[config.mk]
export PLATFORM = sky130hd
export DESIGN_NAME = debug_controller
export DESIGN_NICKNAME = d
export VERILOG_FILES = /design/src/hw/dbg_pkg.sv /design/src/hw/shift_if.sv /design/src/hw/debug_controller.sv /design/src/hw/debug_shifter.sv
export SDC_FILE = /design/constraint.sdc
export NUM_CORES = 1
export LEC_CHECK = 0
export BUFFER_PORTS_ARGS = -buffer_cell sky130_fd_sc_hd__buf_4
export CORE_MARGIN = 2
export CORE_UTILIZATION = 57
export CTS_BUF_LIST = sky130_fd_sc_hd__clkbuf_4 sky130_fd_sc_hd__clkbuf_8
export DETAILED_ROUTE_END_ITERATION = 6
export GPL_ROUTABILITY_DRIVEN = 0
export GPL_TIMING_DRIVEN = 0
export PLACE_DENSITY = 0.91
export SETUP_SLACK_MARGIN = 0.02
export SLEW_MARGIN = 40
export SYNTH_ARGS = -nofsm -noshare
export SYNTH_HDL_FRONTEND = slang
export SYNTH_SLANG_ARGS = --single-unit
[constraint.sdc]
create_clock -name core_clk -period 7.6 [get_ports core_clk]
set_input_delay 0.38 -clock core_clk [delete_from_list [all_inputs] [get_ports core_clk]]
set_output_delay 0.38 -clock core_clk [all_outputs]
set_load 0.05 [all_outputs]
[src/hw/dbg_pkg.sv]
/*
 * Constants for the single-wire debug command decoder: command codes,
 * field lengths, status bit positions, reset values and the idle limit.
 * Assumes a bit-level line driver outside that turns pin pulses into bits.
 */
`default_nettype none
package dbg_pkg;
	// Command codes sent by the host pod
	localparam logic [7:0] cmd_mcu_reset        = 8'h18;
	localparam logic [7:0] cmd_background       = 8'h90;
	localparam logic [7:0] cmd_rd_status        = 8'hE4;
	localparam logic [7:0] cmd_wr_control       = 8'hC4;
	localparam logic [7:0] cmd_mem_rd           = 8'hE0;
	localparam logic [7:0] cmd_mem_rd_with_stat = 8'hE1;
	localparam logic [7:0] cmd_mem_wr           = 8'hC0;
	localparam logic [7:0] cmd_mem_wr_with_stat = 8'hC1;
	localparam logic [7:0] cmd_get_breakpoint   = 8'hE2;
	localparam logic [7:0] cmd_set_breakpoint   = 8'hC2;
	localparam logic [7:0] cmd_go               = 8'h08;
	localparam logic [7:0] cmd_single_step      = 8'h10;
	localparam logic [7:0] cmd_block_rd         = 8'h80;
	localparam logic [7:0] cmd_block_wr         = 8'h88;
	localparam logic [7:0] cmd_get_acc          = 8'h68;
	localparam logic [7:0] cmd_set_acc          = 8'h48;
	localparam logic [7:0] cmd_get_flags_pc     = 8'h6B;
	localparam logic [7:0] cmd_set_flags_pc     = 8'h4B;
	localparam logic [7:0] cmd_get_shadow_pc    = 8'h6F;
	localparam logic [7:0] cmd_set_shadow_pc    = 8'h4F;
	// Field lengths in bits
	localparam logic [4:0] LEN_BYTE = 5'h08;
	localparam logic [4:0] LEN_WORD = 5'h10;
	localparam int         ADDR_W   = 14;
	// Quiet cycles after the last host falling edge that mean soft-reset
	localparam logic [9:0] IDLE_RESET_CYC = 10'h200;
	// Status byte bit positions and reset value of the stored low bits
	localparam int         STAT_EN_BIT  = 7;
	localparam int         STAT_ACT_BIT = 6;
	localparam logic [5:0] CTRL_RST     = 6'h00;
	// Target of a CPU register write
	localparam logic [1:0] SEL_ACC      = 2'h0;
	localparam logic [1:0] SEL_FLAGS_PC = 2'h1;
	localparam logic [1:0] SEL_SHADOW   = 2'h2;
	// Decoder states
	typedef enum logic [2:0] {
		S_IDLE = 3'b000,
		S_CMD  = 3'b001,
		S_ADDR = 3'b010,
		S_WDAT = 3'b011,
		S_MEM  = 3'b100,
		S_TX   = 3'b101
	} dbg_state_t;
endpackage : dbg_pkg
`default_nettype wire

[src/hw/shift_if.sv]
/*
 * Carrier between the command decoder and its field shifter.
 * Assumes both ends run on the same clock.
 */
`default_nettype none
interface shift_if;
	logic        start;   // Pulse: begin a field
	logic        tx_mode; // Field goes target to host
	logic [4:0]  len;     // Field length in bits
	logic [15:0] tx_word; // Value to send, right aligned
	logic        done;    // Pulse: field complete
	logic [15:0] rx_word; // Received value, right aligned
	modport ctrl (output start, tx_mode, len, tx_word, input done, rx_word);
	modport shifter (input start, tx_mode, len, tx_word, output done, rx_word);
endinterface : shift_if
`default_nettype wire

[src/hw/debug_controller.sv]
/*
 * Command decoder of the single-wire debug controller, target side.
 * Assumes a same-clock line driver for bits, sync pulses and edges,
 * a memory port with req/ack, and a CPU that halts while active is set.
 */
//
// Function
// commands open with eight-bit code, MSB first
// every field travels MSB first
// host waits 16 to 511 cycles per delay
// 512 quiet cycles end any command
// address keeps only its low 14 bits
// data fields are 8 or 16 bits
// sync request answered with reference pulse
// code 18 requests full MCU reset
// code 90 halts CPU only when enabled
// never halt while enable clear; code keeps active when C4 clears enable and sets it after a step
// E4 reads, C4 writes status/control
// E0 reads byte, E1 adds status first
// C0 writes byte, C1 then returns status
// E2 reads, C2 writes breakpoint register
// halted-only commands ignored while CPU runs
// code 08 resumes user program
// code 10 runs one instruction, halts again
// code 80 streams bytes from rising addresses
// code 88 writes bytes to rising addresses
// 68 reads, 48 writes accumulator
// 6B/4B move flags over program counter
// 6F/4F move shadow program counter
`default_nettype none
module debug_controller (
	input  wire logic                  core_clk,                 // 10 MHz clock
	input  wire logic                  rst,                      // Async reset
	input  wire logic                  host_fall,                // Pulse: host edge
	input  wire logic                  rx_valid,                 // Pulse: host bit
	input  wire logic                  rx_bit,                   // Host bit value
	input  wire logic                  tx_ready,                 // Pulse: send bit
	output logic                       tx_bit,                   // Target bit
	output logic                       tx_active,                // Target field on
	input  wire logic                  sync_req,                 // Pulse: sync seen
	output logic                       sync_ack,                 // Pulse: send ref
	output logic                       mem_req,                  // Memory request
	output logic                       mem_we,                   // Write request
	output logic [dbg_pkg::ADDR_W-1:0] mem_addr,                 // Byte address
	output logic [7:0]                 mem_wdata,                // Write byte
	input  wire logic [7:0]            mem_rdata,                // Read byte
	input  wire logic                  mem_ack,                  // Pulse: done
	input  wire logic [7:0]            cpu_acc,                  // Accumulator
	input  wire logic [1:0]            cpu_zc,                   // Zero, carry
	input  wire logic [13:0]           cpu_pc,                   // Program counter
	input  wire logic [13:0]           cpu_shadow_pc,            // Shadow counter
	output logic                       cpu_wr,                   // Pulse: reg write
	output logic [1:0]                 cpu_wr_sel,               // Which register
	output logic [15:0]                cpu_wdata,                // Value to load
	output logic                       cpu_step,                 // Pulse: one step
	input  wire logic                  cpu_step_done,            // Pulse: step over
	output logic                       bgnd_active,              // CPU halted
	output logic                       mcu_reset_req,            // Pulse: reset
	output logic [7:0]                 debug_status_control_reg, // Status byte
	output logic [15:0]                breakpoint_match_reg      // Breakpoint
);
	import dbg_pkg::*;

	typedef struct packed {
		dbg_state_t  st;       // Decoder state
		logic [7:0]  cmd;      // Command in progress
		logic [13:0] addr;     // Current address
		logic [7:0]  wdata;    // Byte for memory
		logic        en;       // Debug enable bit
		logic        active;   // Background mode active
		logic        stepping; // One instruction running
		logic [5:0]  ctrl;     // Stored low status bits
		logic [15:0] bkpt;     // Breakpoint match value
		logic [9:0]  idle;     // Quiet cycle count
		logic        mem_req;  // Memory request level
		logic        mem_we;   // Request is a write
		logic        cpu_wr;   // CPU register write pulse
		logic [1:0]  wr_sel;   // CPU register chosen
		logic [15:0] cpu_wd;   // CPU register value
		logic        step;     // Step pulse
		logic        mcu_rst;  // Reset request pulse
		logic        sync_ack; // Reference pulse request
		logic        sh_start; // Field start pulse
		logic        sh_tx;    // Field direction
		logic [4:0]  sh_len;   // Field length
		logic [15:0] sh_word;  // Field value to send
	} ctl_t;

	ctl_t       q;
	ctl_t       d;
	logic [7:0] rx_cmd;  // Command byte just received
	logic       soft_rst; // Quiet limit reached this cycle

	shift_if sif ();

	// Starts a field and names the state that waits for it
	function automatic ctl_t shift_go(ctl_t s, logic tx, logic [4:0] len,
			logic [15:0] w, dbg_state_t nx);
		s.sh_start = 1'b1;
		s.sh_tx    = tx;
		s.sh_len   = len;
		s.sh_word  = w;
		s.st       = nx;
		return s;
	endfunction : shift_go

	// Raises a memory request at the current address
	function automatic ctl_t mem_go(ctl_t s, logic we);
		s.mem_req = 1'b1;
		s.mem_we  = we;
		s.st      = S_MEM;
		return s;
	endfunction : mem_go

	// Commands that only run while the CPU is halted
	function automatic logic halted_only(logic [7:0] c);
		return c == cmd_go || c == cmd_single_step || c == cmd_block_rd
			|| c == cmd_block_wr || c == cmd_get_acc || c == cmd_set_acc
			|| c == cmd_get_flags_pc || c == cmd_set_flags_pc
			|| c == cmd_get_shadow_pc || c == cmd_set_shadow_pc;
	endfunction : halted_only

	// Status byte as the host sees it
	function automatic logic [7:0] status(ctl_t s);
		return {s.en, s.active, s.ctrl};
	endfunction : status

	assign rx_cmd   = sif.rx_word[7:0];
	assign soft_rst = !host_fall && q.idle == IDLE_RESET_CYC - 10'h001;

	// Next state of the whole decoder
	always_comb begin
		d          = q;
		d.sh_start = 1'b0;
		d.cpu_wr   = 1'b0;
		d.step     = 1'b0;
		d.mcu_rst  = 1'b0;
		// Reference pulse request works in any state  //
		d.sync_ack = sync_req;
		// Quiet counter, restarted by each host falling edge
		if (host_fall) begin
			d.idle = 10'h000;
		end else if (q.idle != IDLE_RESET_CYC) begin
			d.idle = q.idle + 10'h001;
		end
		// Step finished: back to background  //
		if (q.stepping && cpu_step_done) begin
			d.stepping = 1'b0;
			d.active   = 1'b1;
		end
		unique case (q.st)
			S_IDLE: begin // Wait for a command byte  //
				d = shift_go(d, 1'b0, LEN_BYTE, 16'h0000, S_CMD);
			end
			S_CMD: if (sif.done) begin
				d.cmd = rx_cmd;
				d.st  = S_IDLE;
				// Running CPU: halted-only codes are dropped  //
				if (!(halted_only(rx_cmd) && !q.active)) begin
					case (rx_cmd)
						cmd_mcu_reset: d.mcu_rst = 1'b1;
						cmd_background: begin // Gated by enable  //
							if (q.en) begin
								d.active = 1'b1;
							end
						end
						cmd_rd_status: d = shift_go(d, 1'b1, LEN_BYTE,
							{8'h00, status(q)}, S_TX);
						cmd_get_breakpoint: d = shift_go(d, 1'b1, LEN_WORD,
							q.bkpt, S_TX);
						cmd_go: d.active = 1'b0;
						cmd_single_step: begin
							d.active   = 1'b0;
							d.stepping = 1'b1;
							d.step     = 1'b1;
						end
						cmd_get_acc: d = shift_go(d, 1'b1, LEN_BYTE,
							{8'h00, cpu_acc}, S_TX);
						cmd_get_flags_pc: d = shift_go(d, 1'b1, LEN_WORD,
							{cpu_zc, cpu_pc}, S_TX);
						cmd_get_shadow_pc: d = shift_go(d, 1'b1, LEN_WORD,
							{2'b00, cpu_shadow_pc}, S_TX);
						cmd_mem_rd, cmd_mem_rd_with_stat, cmd_mem_wr,
						cmd_mem_wr_with_stat, cmd_block_rd, cmd_block_wr:
							d = shift_go(d, 1'b0, LEN_WORD, 16'h0000, S_ADDR);
						cmd_wr_control, cmd_set_acc:
							d = shift_go(d, 1'b0, LEN_BYTE, 16'h0000, S_WDAT);
						cmd_set_breakpoint, cmd_set_flags_pc, cmd_set_shadow_pc:
							d = shift_go(d, 1'b0, LEN_WORD, 16'h0000, S_WDAT);
						default: ; // Unknown codes are ignored
					endcase
				end
			end
			S_ADDR: if (sif.done) begin
				// Bits 15 and 14 are dropped  //
				d.addr = sif.rx_word[ADDR_W-1:0];
				if (q.cmd == cmd_mem_rd || q.cmd == cmd_mem_rd_with_stat
						|| q.cmd == cmd_block_rd) begin
					// Read during the host's delay slot  //
					d = mem_go(d, 1'b0);
				end else begin
					d = shift_go(d, 1'b0, LEN_BYTE, 16'h0000, S_WDAT);
				end
			end
			S_WDAT: if (sif.done) begin
				d.st     = S_IDLE;
				d.cpu_wd = sif.rx_word;
				case (q.cmd)
					cmd_wr_control: begin // Active bit is read-only  //
						d.en   = sif.rx_word[STAT_EN_BIT];
						d.ctrl = sif.rx_word[5:0];
					end
					cmd_set_breakpoint: d.bkpt = sif.rx_word;
					cmd_set_acc: begin
						d.cpu_wr = 1'b1;
						d.wr_sel = SEL_ACC;
					end
					cmd_set_flags_pc: begin
						d.cpu_wr = 1'b1;
						d.wr_sel = SEL_FLAGS_PC;
					end
					cmd_set_shadow_pc: begin // Top bits cleared  //
						d.cpu_wr = 1'b1;
						d.wr_sel = SEL_SHADOW;
						d.cpu_wd = {2'b00, sif.rx_word[13:0]};
					end
					default: begin // Memory write commands  //
						d.wdata = sif.rx_word[7:0];
						d       = mem_go(d, 1'b1);
					end
				endcase
			end
			S_MEM: if (mem_ack) begin
				d.mem_req = 1'b0;
				d.st      = S_IDLE;
				if (q.mem_we) begin
					if (q.cmd == cmd_mem_wr_with_stat) begin
						d = shift_go(d, 1'b1, LEN_BYTE, {8'h00, status(q)}, S_TX);
					end else if (q.cmd == cmd_block_wr) begin
						d.addr = q.addr + 14'h0001;
						d      = shift_go(d, 1'b0, LEN_BYTE, 16'h0000, S_WDAT);
					end
				end else if (q.cmd == cmd_mem_rd_with_stat) begin
					// Status goes out ahead of the data  //
					d = shift_go(d, 1'b1, LEN_WORD, {status(q), mem_rdata}, S_TX);
				end else begin
					d = shift_go(d, 1'b1, LEN_BYTE, {8'h00, mem_rdata}, S_TX);
				end
			end
			S_TX: if (sif.done) begin
				if (q.cmd == cmd_block_rd) begin // Next byte up  //
					d.addr = q.addr + 14'h0001;
					d      = mem_go(d, 1'b0);
				end else begin
					d.st = S_IDLE;
				end
			end
			default: d.st = S_IDLE;
		endcase
		// Long quiet line ends any command, blocks included  //
		if (soft_rst) begin
			d.st      = S_IDLE;
			d.mem_req = 1'b0;
		end
	end

	// State register; reset leaves enable clear and the CPU running
	always_ff @(posedge core_clk or posedge rst) begin
		if (rst) begin
			q <= '0;
		end else begin
			q <= d;
		end
	end

	assign sif.start   = q.sh_start;
	assign sif.tx_mode = q.sh_tx;
	assign sif.len     = q.sh_len;
	assign sif.tx_word = q.sh_word;

	// Field shifter on the link side
	debug_shifter u_shifter (
		.core_clk  (core_clk),
		.rst       (rst),
		.rx_valid  (rx_valid),
		.rx_bit    (rx_bit),
		.tx_ready  (tx_ready),
		.tx_bit    (tx_bit),
		.tx_active (tx_active),
		.sif       (sif.shifter)
	);

	assign sync_ack                 = q.sync_ack;
	assign mem_req                  = q.mem_req;
	assign mem_we                   = q.mem_we;
	assign mem_addr                 = q.addr;
	assign mem_wdata                = q.wdata;
	assign cpu_wr                   = q.cpu_wr;
	assign cpu_wr_sel               = q.wr_sel;
	assign cpu_wdata                = q.cpu_wd;
	assign cpu_step                 = q.step;
	assign bgnd_active              = q.active;
	assign mcu_reset_req            = q.mcu_rst;
	assign debug_status_control_reg = status(q);
	assign breakpoint_match_reg     = q.bkpt;
endmodule : debug_controller
`default_nettype wire

[src/hw/debug_shifter.sv]
/*
 * Field shifter: moves one 8- or 16-bit field over the debug link.
 * Assumes a same-clock line driver giving one-cycle bit strobes.
 */
`default_nettype none
module debug_shifter (
	input  wire logic  core_clk,  // System clock
	input  wire logic  rst,       // Async reset, high
	input  wire logic  rx_valid,  // Pulse: host bit received
	input  wire logic  rx_bit,    // Received bit value
	input  wire logic  tx_ready,  // Pulse: line takes next target bit
	output logic       tx_bit,    // Next target bit to send
	output logic       tx_active, // Target field in progress
	shift_if.shifter   sif        // Decoder side
);
	import dbg_pkg::*;

	typedef struct packed {
		logic        rx_busy; // Collecting host bits
		logic        tx_busy; // Sending target bits
		logic [4:0]  cnt;     // Bits still to go
		logic [15:0] sh;      // Shift register, MSB at the line
		logic        done;    // Completion pulse
	} shf_t;

	shf_t q;
	shf_t d;

	// Next state; a new start reloads everything, so no abort is needed
	always_comb begin
		d      = q;
		d.done = 1'b0;
		if (sif.start) begin
			d.rx_busy = !sif.tx_mode;
			d.tx_busy = sif.tx_mode;
			d.cnt     = sif.len;
			// Left align so the MSB goes first  //
			d.sh      = sif.tx_word << (LEN_WORD - sif.len);
		end else if ((q.rx_busy && rx_valid) || (q.tx_busy && tx_ready)) begin
			// Shift in at the bottom, out at the top  //
			d.sh  = {q.sh[14:0], q.rx_busy ? rx_bit : 1'b0};
			d.cnt = q.cnt - 5'h01;
			if (q.cnt == 5'h01) begin // Last bit of 8 or 16  //
				d.rx_busy = 1'b0;
				d.tx_busy = 1'b0;
				d.done    = 1'b1;
			end
		end
	end

	// State register
	always_ff @(posedge core_clk or posedge rst) begin
		if (rst) begin
			q <= '0;
		end else begin
			q <= d;
		end
	end

	assign tx_bit      = q.sh[15];
	assign tx_active   = q.tx_busy;
	assign sif.done    = q.done;
	assign sif.rx_word = q.sh;
endmodule : debug_shifter
`default_nettype wire

==> impl_metrics.tcl, run 1 <==
set metrics [dict create \
    ys_async_sr_fraction 1.00 \
    ys_seq_area_frac 0.407 \
    fmax_ghz 0.341 \
    grt_setup_unrepaired "false" \
    grt_max_degree 74 \
    ctsHoldBuffers 2 \
    die-width_um 125 \
    dp_cells 1226 \
    first_pass_iters 7 \
    p_leak_nw 4.51 \
    crit_arrival_ps 3290 \
    track_usage 0.306 \
    ys_seq_elements 136 \
    final_core_util 0.692 \
    slowest_stage "nor2b_1" \
    min_path_type "in2reg" \
    largest_reg_flops 22 \
    drc 1 \
    fill_cells 1126 \
    antenna_found_initial 0 \
    hpwl_mm 17.0 \
    regMostFlops "q" \
    syn_avg_cell_area_um2 9.15 \
    synth_warnings 0 \
    max_slew_margin 0.519 \
    fin_nets 1126 \
    crit_path_end_kind "flop" \
    rows 44 \
    max-vdd-ir-drop_uv 130 \
    crit_path_cell_trace "buf_2, nor2b_1, nand3_1, nor4b_2, and4b_1, buf_4, buf_4, mux2_2" \
    cts_sinks 136 \
    portBuffers 127 \
    p_sw_frac 0.390 \
    drv_cap 0 \
    synth_area_um2 8370 \
    path_common_cell "buf_4" \
    hold_slack_ps 197 \
    skew_ps 14.9 \
    drtAntennaViolNets 0 \
    clockBufferDepth 2 \
    syn_inst 914 \
    drt_wl_total_mm 23.9 \
    ios 128 \
    comb_power_share 0.365 \
    die-area_um2 15700 \
    ys.flop_type "dfrtp_1" \
    drt_iter0_markers 1027 \
    status "finished, violations left" \
    p_sw_mw 0.896 \
    tightest_slew_ps 722 \
    powerDensity_nw_per_um2 230 \
    period_minus_slack_ps 2930 \
    antenna_cells 0 \
    core_um2 14400 \
    worst_setup_hold_path_clk_slew_ps 80 \
    htreeDepth 4 \
    seqPwrFrac 0.393 \
    hold_violations 0 \
    area_growth_pct 19.2 \
    postCtsResizedCells 0 \
    synth_edf_count 0 \
    violations "design-rule violations" \
    clkPwrFrac 0.243 \
    clk_latency_ps 480 \
    post-route-period-util 0.386 \
    timing_worst_setup_path_type "reg2reg" \
    wl_per_cell_um 19.1 \
    cts_tree "yes" \
    final_common_cell "buf_4" \
    cts_buffers 17 \
    fin_tns_setup_ps 0 \
    grt_pass1_vias 7533 \
    start_util 0.580 \
    p_int_mw 1.40 \
    fin_ws_ps 4670 \
    vias_per_cell 6.26 \
    cts_root_buf "clkbuf_8" \
    vias 7860 \
    setup_viol 0 \
    grt_pass1_wl_mm 38.2 \
    final_cell_mix "buf_4 (196), dfrtp_1 (136), nand2_1 (91)" \
    required_ps 7960 \
    globalRouteOverflowTotal 0 \
    cp_max_fo 10 \
    crit_path_max_incr_delay_ps 420 \
    start_kind "flop" \
    place_ws_ps 4870 \
    die_height_um 125 \
    syn-num-nets 977 \
    final_cells 1255 \
    drive_gt1_frac 0.310 \
    drv_slew 0 \
    cts_setup_buffers 0 \
    ys_types 82 \
]
[metal layers]
layer,global-route usage,vias up,part of all wire
met1,0.400,3715,0.38
met2,0.489,533,0.47
li1,-,3516,-
met5,0,-,0
met4,0.142,0,0.041
met3,0.0668,96,0.10
[Yosys cell counts, types with 9 or more instances]
library cell | count | area (um2)
a21oi_1 | 45 | 225
a31oi_1 | 9 | 56.3
and2_1 | 9 | 56.3
nor2_1 | 50 | 188
clkbuf_1 | 30 | 113
mux2_4 | 10 | 150
nor3_1 | 20 | 100
o21ai_0 | 73 | 365
mux2_2 | 47 | 529
nor2b_1 | 26 | 163
nand2_1 | 91 | 342
o22ai_1 | 16 | 100
nand3_1 | 32 | 160
a22oi_1 | 28 | 210
a211oi_1 | 11 | 82.6
buf_2 | 21 | 105
dfrtp_1 | 136 | 3400
buf_4 | 69 | 518
inv_1 | 31 | 116
[final cells by class]
type / count / area [um2] / share of cell area
buffer: 130 / 797 / 0.0799
timing repair buffer: 130 / 1000 / 0.100
inverter: 32 / 128 / 0.0128
sequential: 136 / 3400 / 0.341
clock inverter: 4 / 47.5 / 0.00477
clock buffer: 23 / 298 / 0.0299
tap: 184 / 230 / 0.0231
multi-input combinational: 616 / 4070 / 0.408
[through the flow]
stage                     cell area, um2  total power [mW]
after CTS                           9970              2.27
after global routing                9970              2.40
after floorplan                     8370              1.48
final                               9970              2.30
after global placement              9550              1.69
after detailed placement            9610              1.72
[worst paths after layout]
check,cells past startpoint,endpoint,startpoint,slack (ps)
setup / recovery,8,breakpoint_match_reg[3],q[114],4670
hold / removal,4,q[79],cpu_step_done,200
setup reg to reg,8,breakpoint_match_reg[3],q[114],4670
hold reg to reg,2,cpu_wdata[0],cpu_wdata[0],490
max in group asynchronous,4,u_shifter.sif.rx_word[3],rst,6390
min in group asynchronous,3,mem_wdata[0],rst,500
[cells by family after synthesis]
family,after synthesis,synth area share
XOR/XNOR,10,0.0105
AND/OR/NAND/NOR,299,0.192
adder cells (fa/ha/maj),8,0.0120
flip-flops,136,0.407
buffers and inverters,162,0.110
multiplexers,64,0.0896
AO/OA/AOI/OAI,235,0.179
[power by group through the flow]
| stage | clock network (mW) | registers, mW | logic (mW) |
|---|---|---|---|
| after floorplan | 0 | 0.898 | 0.582 |
| after global placement | 0 | 0.905 | 0.781 |
| after detailed placement | 0 | 0.909 | 0.811 |
| after CTS | 0.557 | 0.897 | 0.819 |
| after global routing | 0.588 | 0.911 | 0.898 |
| final | 0.557 | 0.902 | 0.838 |
[worst max-delay path: cells and delay by family (launching register included)]
kind	cells	cell delay, ps
simple gates	4	1470
mux	1	350
flops	1	410
buf+inv	3	590
Power figures use the tool's default switching activity.
==> run 2, diff against run 1 <==
--- a/config.mk
+++ b/config.mk
@@ -7,12 +7,12 @@
 export LEC_CHECK = 0
 export BUFFER_PORTS_ARGS = -buffer_cell sky130_fd_sc_hd__buf_4
 export CORE_MARGIN = 2
-export CORE_UTILIZATION = 57
+export CORE_UTILIZATION = 54
 export CTS_BUF_LIST = sky130_fd_sc_hd__clkbuf_4 sky130_fd_sc_hd__clkbuf_8
 export DETAILED_ROUTE_END_ITERATION = 6
 export GPL_ROUTABILITY_DRIVEN = 0
 export GPL_TIMING_DRIVEN = 0
-export PLACE_DENSITY = 0.91
+export PLACE_DENSITY = 0.9
 export SETUP_SLACK_MARGIN = 0.02
 export SLEW_MARGIN = 40
 export SYNTH_ARGS = -nofsm -noshare
==> constraint.sdc (replaced) <==
create_clock -name core_clk -period 2.5 [get_ports core_clk]
set_input_delay 0.125 -clock core_clk [delete_from_list [all_inputs] [get_ports core_clk]]
set_output_delay 0.125 -clock core_clk [all_outputs]
set_load 0.05 [all_outputs]
==> impl_metrics.tcl, run 2 (synthesis gave the netlist of run 1 again) <==
set metrics [dict create \
    rows 45 \
    multiInputGateArea_um2 4250 \
    vias_per_cell 6.37 \
    cts_root_buf "clkbuf_8" \
    fin_nets 1143 \
    globalRouteOverflowTotal 0 \
    area_growth_pct 25.6 \
    die-width_um 128 \
    fin_ws_ps -34.6 \
    clkPwrFrac 0.258 \
    max-vdd-ir-drop_uv 453 \
    critPathTopFamily "simple AND/OR/NAND/NOR gates" \
    drt_iter0_markers 1173 \
    final_cell_mix "buf_4 (207), dfrtp_1 (133), nand2_1 (91)" \
    wl_per_cell_um 20.2 \
    core_um2 15100 \
    start_util 0.552 \
    place_ws_ps -318 \
    p_sw_frac 0.385 \
    drv_slew 0 \
    hold_depth 5 \
    portBuffers 127 \
    post-route-period-util 1.01 \
    drive_gt1_frac 0.353 \
    hold_violations 0 \
    powerDensity_nw_per_um2 722 \
    regMostFlops "q" \
    ios 128 \
    p_int_mw 4.67 \
    required_ps 2910 \
    antenna_found_initial 0 \
    worst_setup_hold_path_clk_slew_ps 80 \
    regArea_um2 3410 \
    cp_num_buf_inv 3 \
    slowest_stage "or4bb_4" \
    skew_ps 16.1 \
    comb_power_share 0.376 \
    setup_viol 2 \
    final_core_util 0.694 \
    cts_tree "yes" \
    reg2reg_depth 8 \
    crit_arrival_ps 2940 \
    die_height_um 128 \
    largest_reg_flops 22 \
    vias 8160 \
    final_common_cell "buf_4" \
    p_leak_nw 4.78 \
    hold_slack_ps 130 \
    tightest_slew_ps 788 \
    htreeDepth 4 \
    timing_worst_setup_path_type "reg2reg" \
    grt_pass1_vias 7763 \
    violations "design-rule violations, negative setup slack" \
    die-area_um2 16500 \
    placed_cell_area_um2 9730 \
    worst-r2r-setup-slack_ps -30 \
    clockBufferDepth 2 \
    path_common_cell "buf_4" \
    grt_max_degree 27 \
    r2r-start "u_shifter.sif.rx_word[4]" \
    grt_setup_unrepaired "true" \
    drt_wl_total_mm 25.8 \
    hold_end "u_shifter.sif.rx_word[0]" \
    crit_path_cell_trace "buf_4, or4bb_4, buf_4, clkbuf_1, nor2_1, nor3_1, o21ai_0, mux2_2" \
    finalInstanceArea_um2 10500 \
    track_usage 0.302 \
    drc 3 \
    rr_endpoint "sif.tx_mode" \
    p_sw_mw 2.92 \
    clk_latency_ps 470 \
    fmax_ghz 0.395 \
    status "finished, violations left" \
    max_slew_margin 0.472 \
    antenna_cells 0 \
    fill_cells 1063 \
    grt_pass1_wl_mm 38.7 \
    cts_sinks 136 \
    cts_buffers 17 \
    start_kind "flop" \
    hpwl_mm 17.7 \
    period_minus_slack_ps 2530 \
    crit_path_max_incr_delay_ps 580 \
    drtAntennaViolNets 0 \
    seqPwrFrac 0.366 \
    first_pass_iters 7 \
    hold_start "rx_bit" \
    cp_max_fo 10 \
    min_path_type "in2reg" \
    drv_cap 0 \
    crit_path_end_kind "flop" \
]
run 2: changes by cell type in the layout (fill, tap and decap cells not counted), sizes merged:
cell / change
bufinv: +1
clkinvlp: +2
clkinv: -1
buf: +14
clkbuf: +4
dlygate4sd3: +2
run 2: per-stage QoR:
stage | power [mW] | std cells | setup TNS [ps]
floorplan | 4.50 | 914 | 0
global placement | 5.13 | 1229 | -22530
detailed placement | 5.26 | 1235 | -6460
CTS | 7.24 | 1271 | 0
global route | 7.90 | 1281 | -854
finish | 7.59 | 1281 | -62.1
run 2: what timing repair did:
item / CTS / global route
hold endpoints to repair: 24 / 0
gates resized for setup: 17 / 48
pin swaps: 0 / 10
buffers inserted: 0 / 11
endpoints found under the setup margin: 60 / 60
gates cloned: 0 / 1
hold buffers: 4 / 0
run 2: per-layer routing:
layer  part of all wire  track usage
met5                  0            0
met4              0.053        0.176
met3               0.11       0.0840
met2               0.46        0.474
met1               0.37        0.375
run 2: how the worst max path moves through the flow:
| stage | start | to | slack, ps | cells after the start |
|---|---|---|---|---|
| after floorplan | q[114] | breakpoint_match_reg[0] | 260 | 8 |
| after global placement | q[114] | breakpoint_match_reg[0] | -250 | 8 |
| after detailed placement | q[114] | breakpoint_match_reg[3] | -320 | 8 |
| after CTS | q[114] | breakpoint_match_reg[3] | 20 | 8 |
| after global routing | q[106] | sif.len[4] | -90 | 9 |
| final | u_shifter.sif.rx_word[4] | sif.tx_mode | -30 | 8 |
run 2: area by class of cell:
type | count | share of cell area
Multi-Input combinational cell | 616 | 0.404
Sequential cell | 136 | 0.324
Timing Repair Buffer | 149 | 0.117
Buffer | 128 | 0.0792
Clock buffer | 26 | 0.0329
Tap cell | 188 | 0.0224
Inverter | 32 | 0.0123
Clock inverter | 6 | 0.00809
run 2: tightest hold or removal path, stage by stage:
cell and delay (ps):
buf_4 100, nand2_1 90, nor2_1 50, a21oi_1 100, o21ai_0 90
run 2: power by group through the flow:
stage / logic, mW / registers [mW] / clock network, mW
floorplan: 1.77 / 2.73 / 0
global placement: 2.38 / 2.75 / 0
global route: 3.05 / 2.80 / 2.06
CTS: 2.54 / 2.73 / 1.97
finish: 2.85 / 2.78 / 1.96
detailed placement: 2.49 / 2.77 / 0
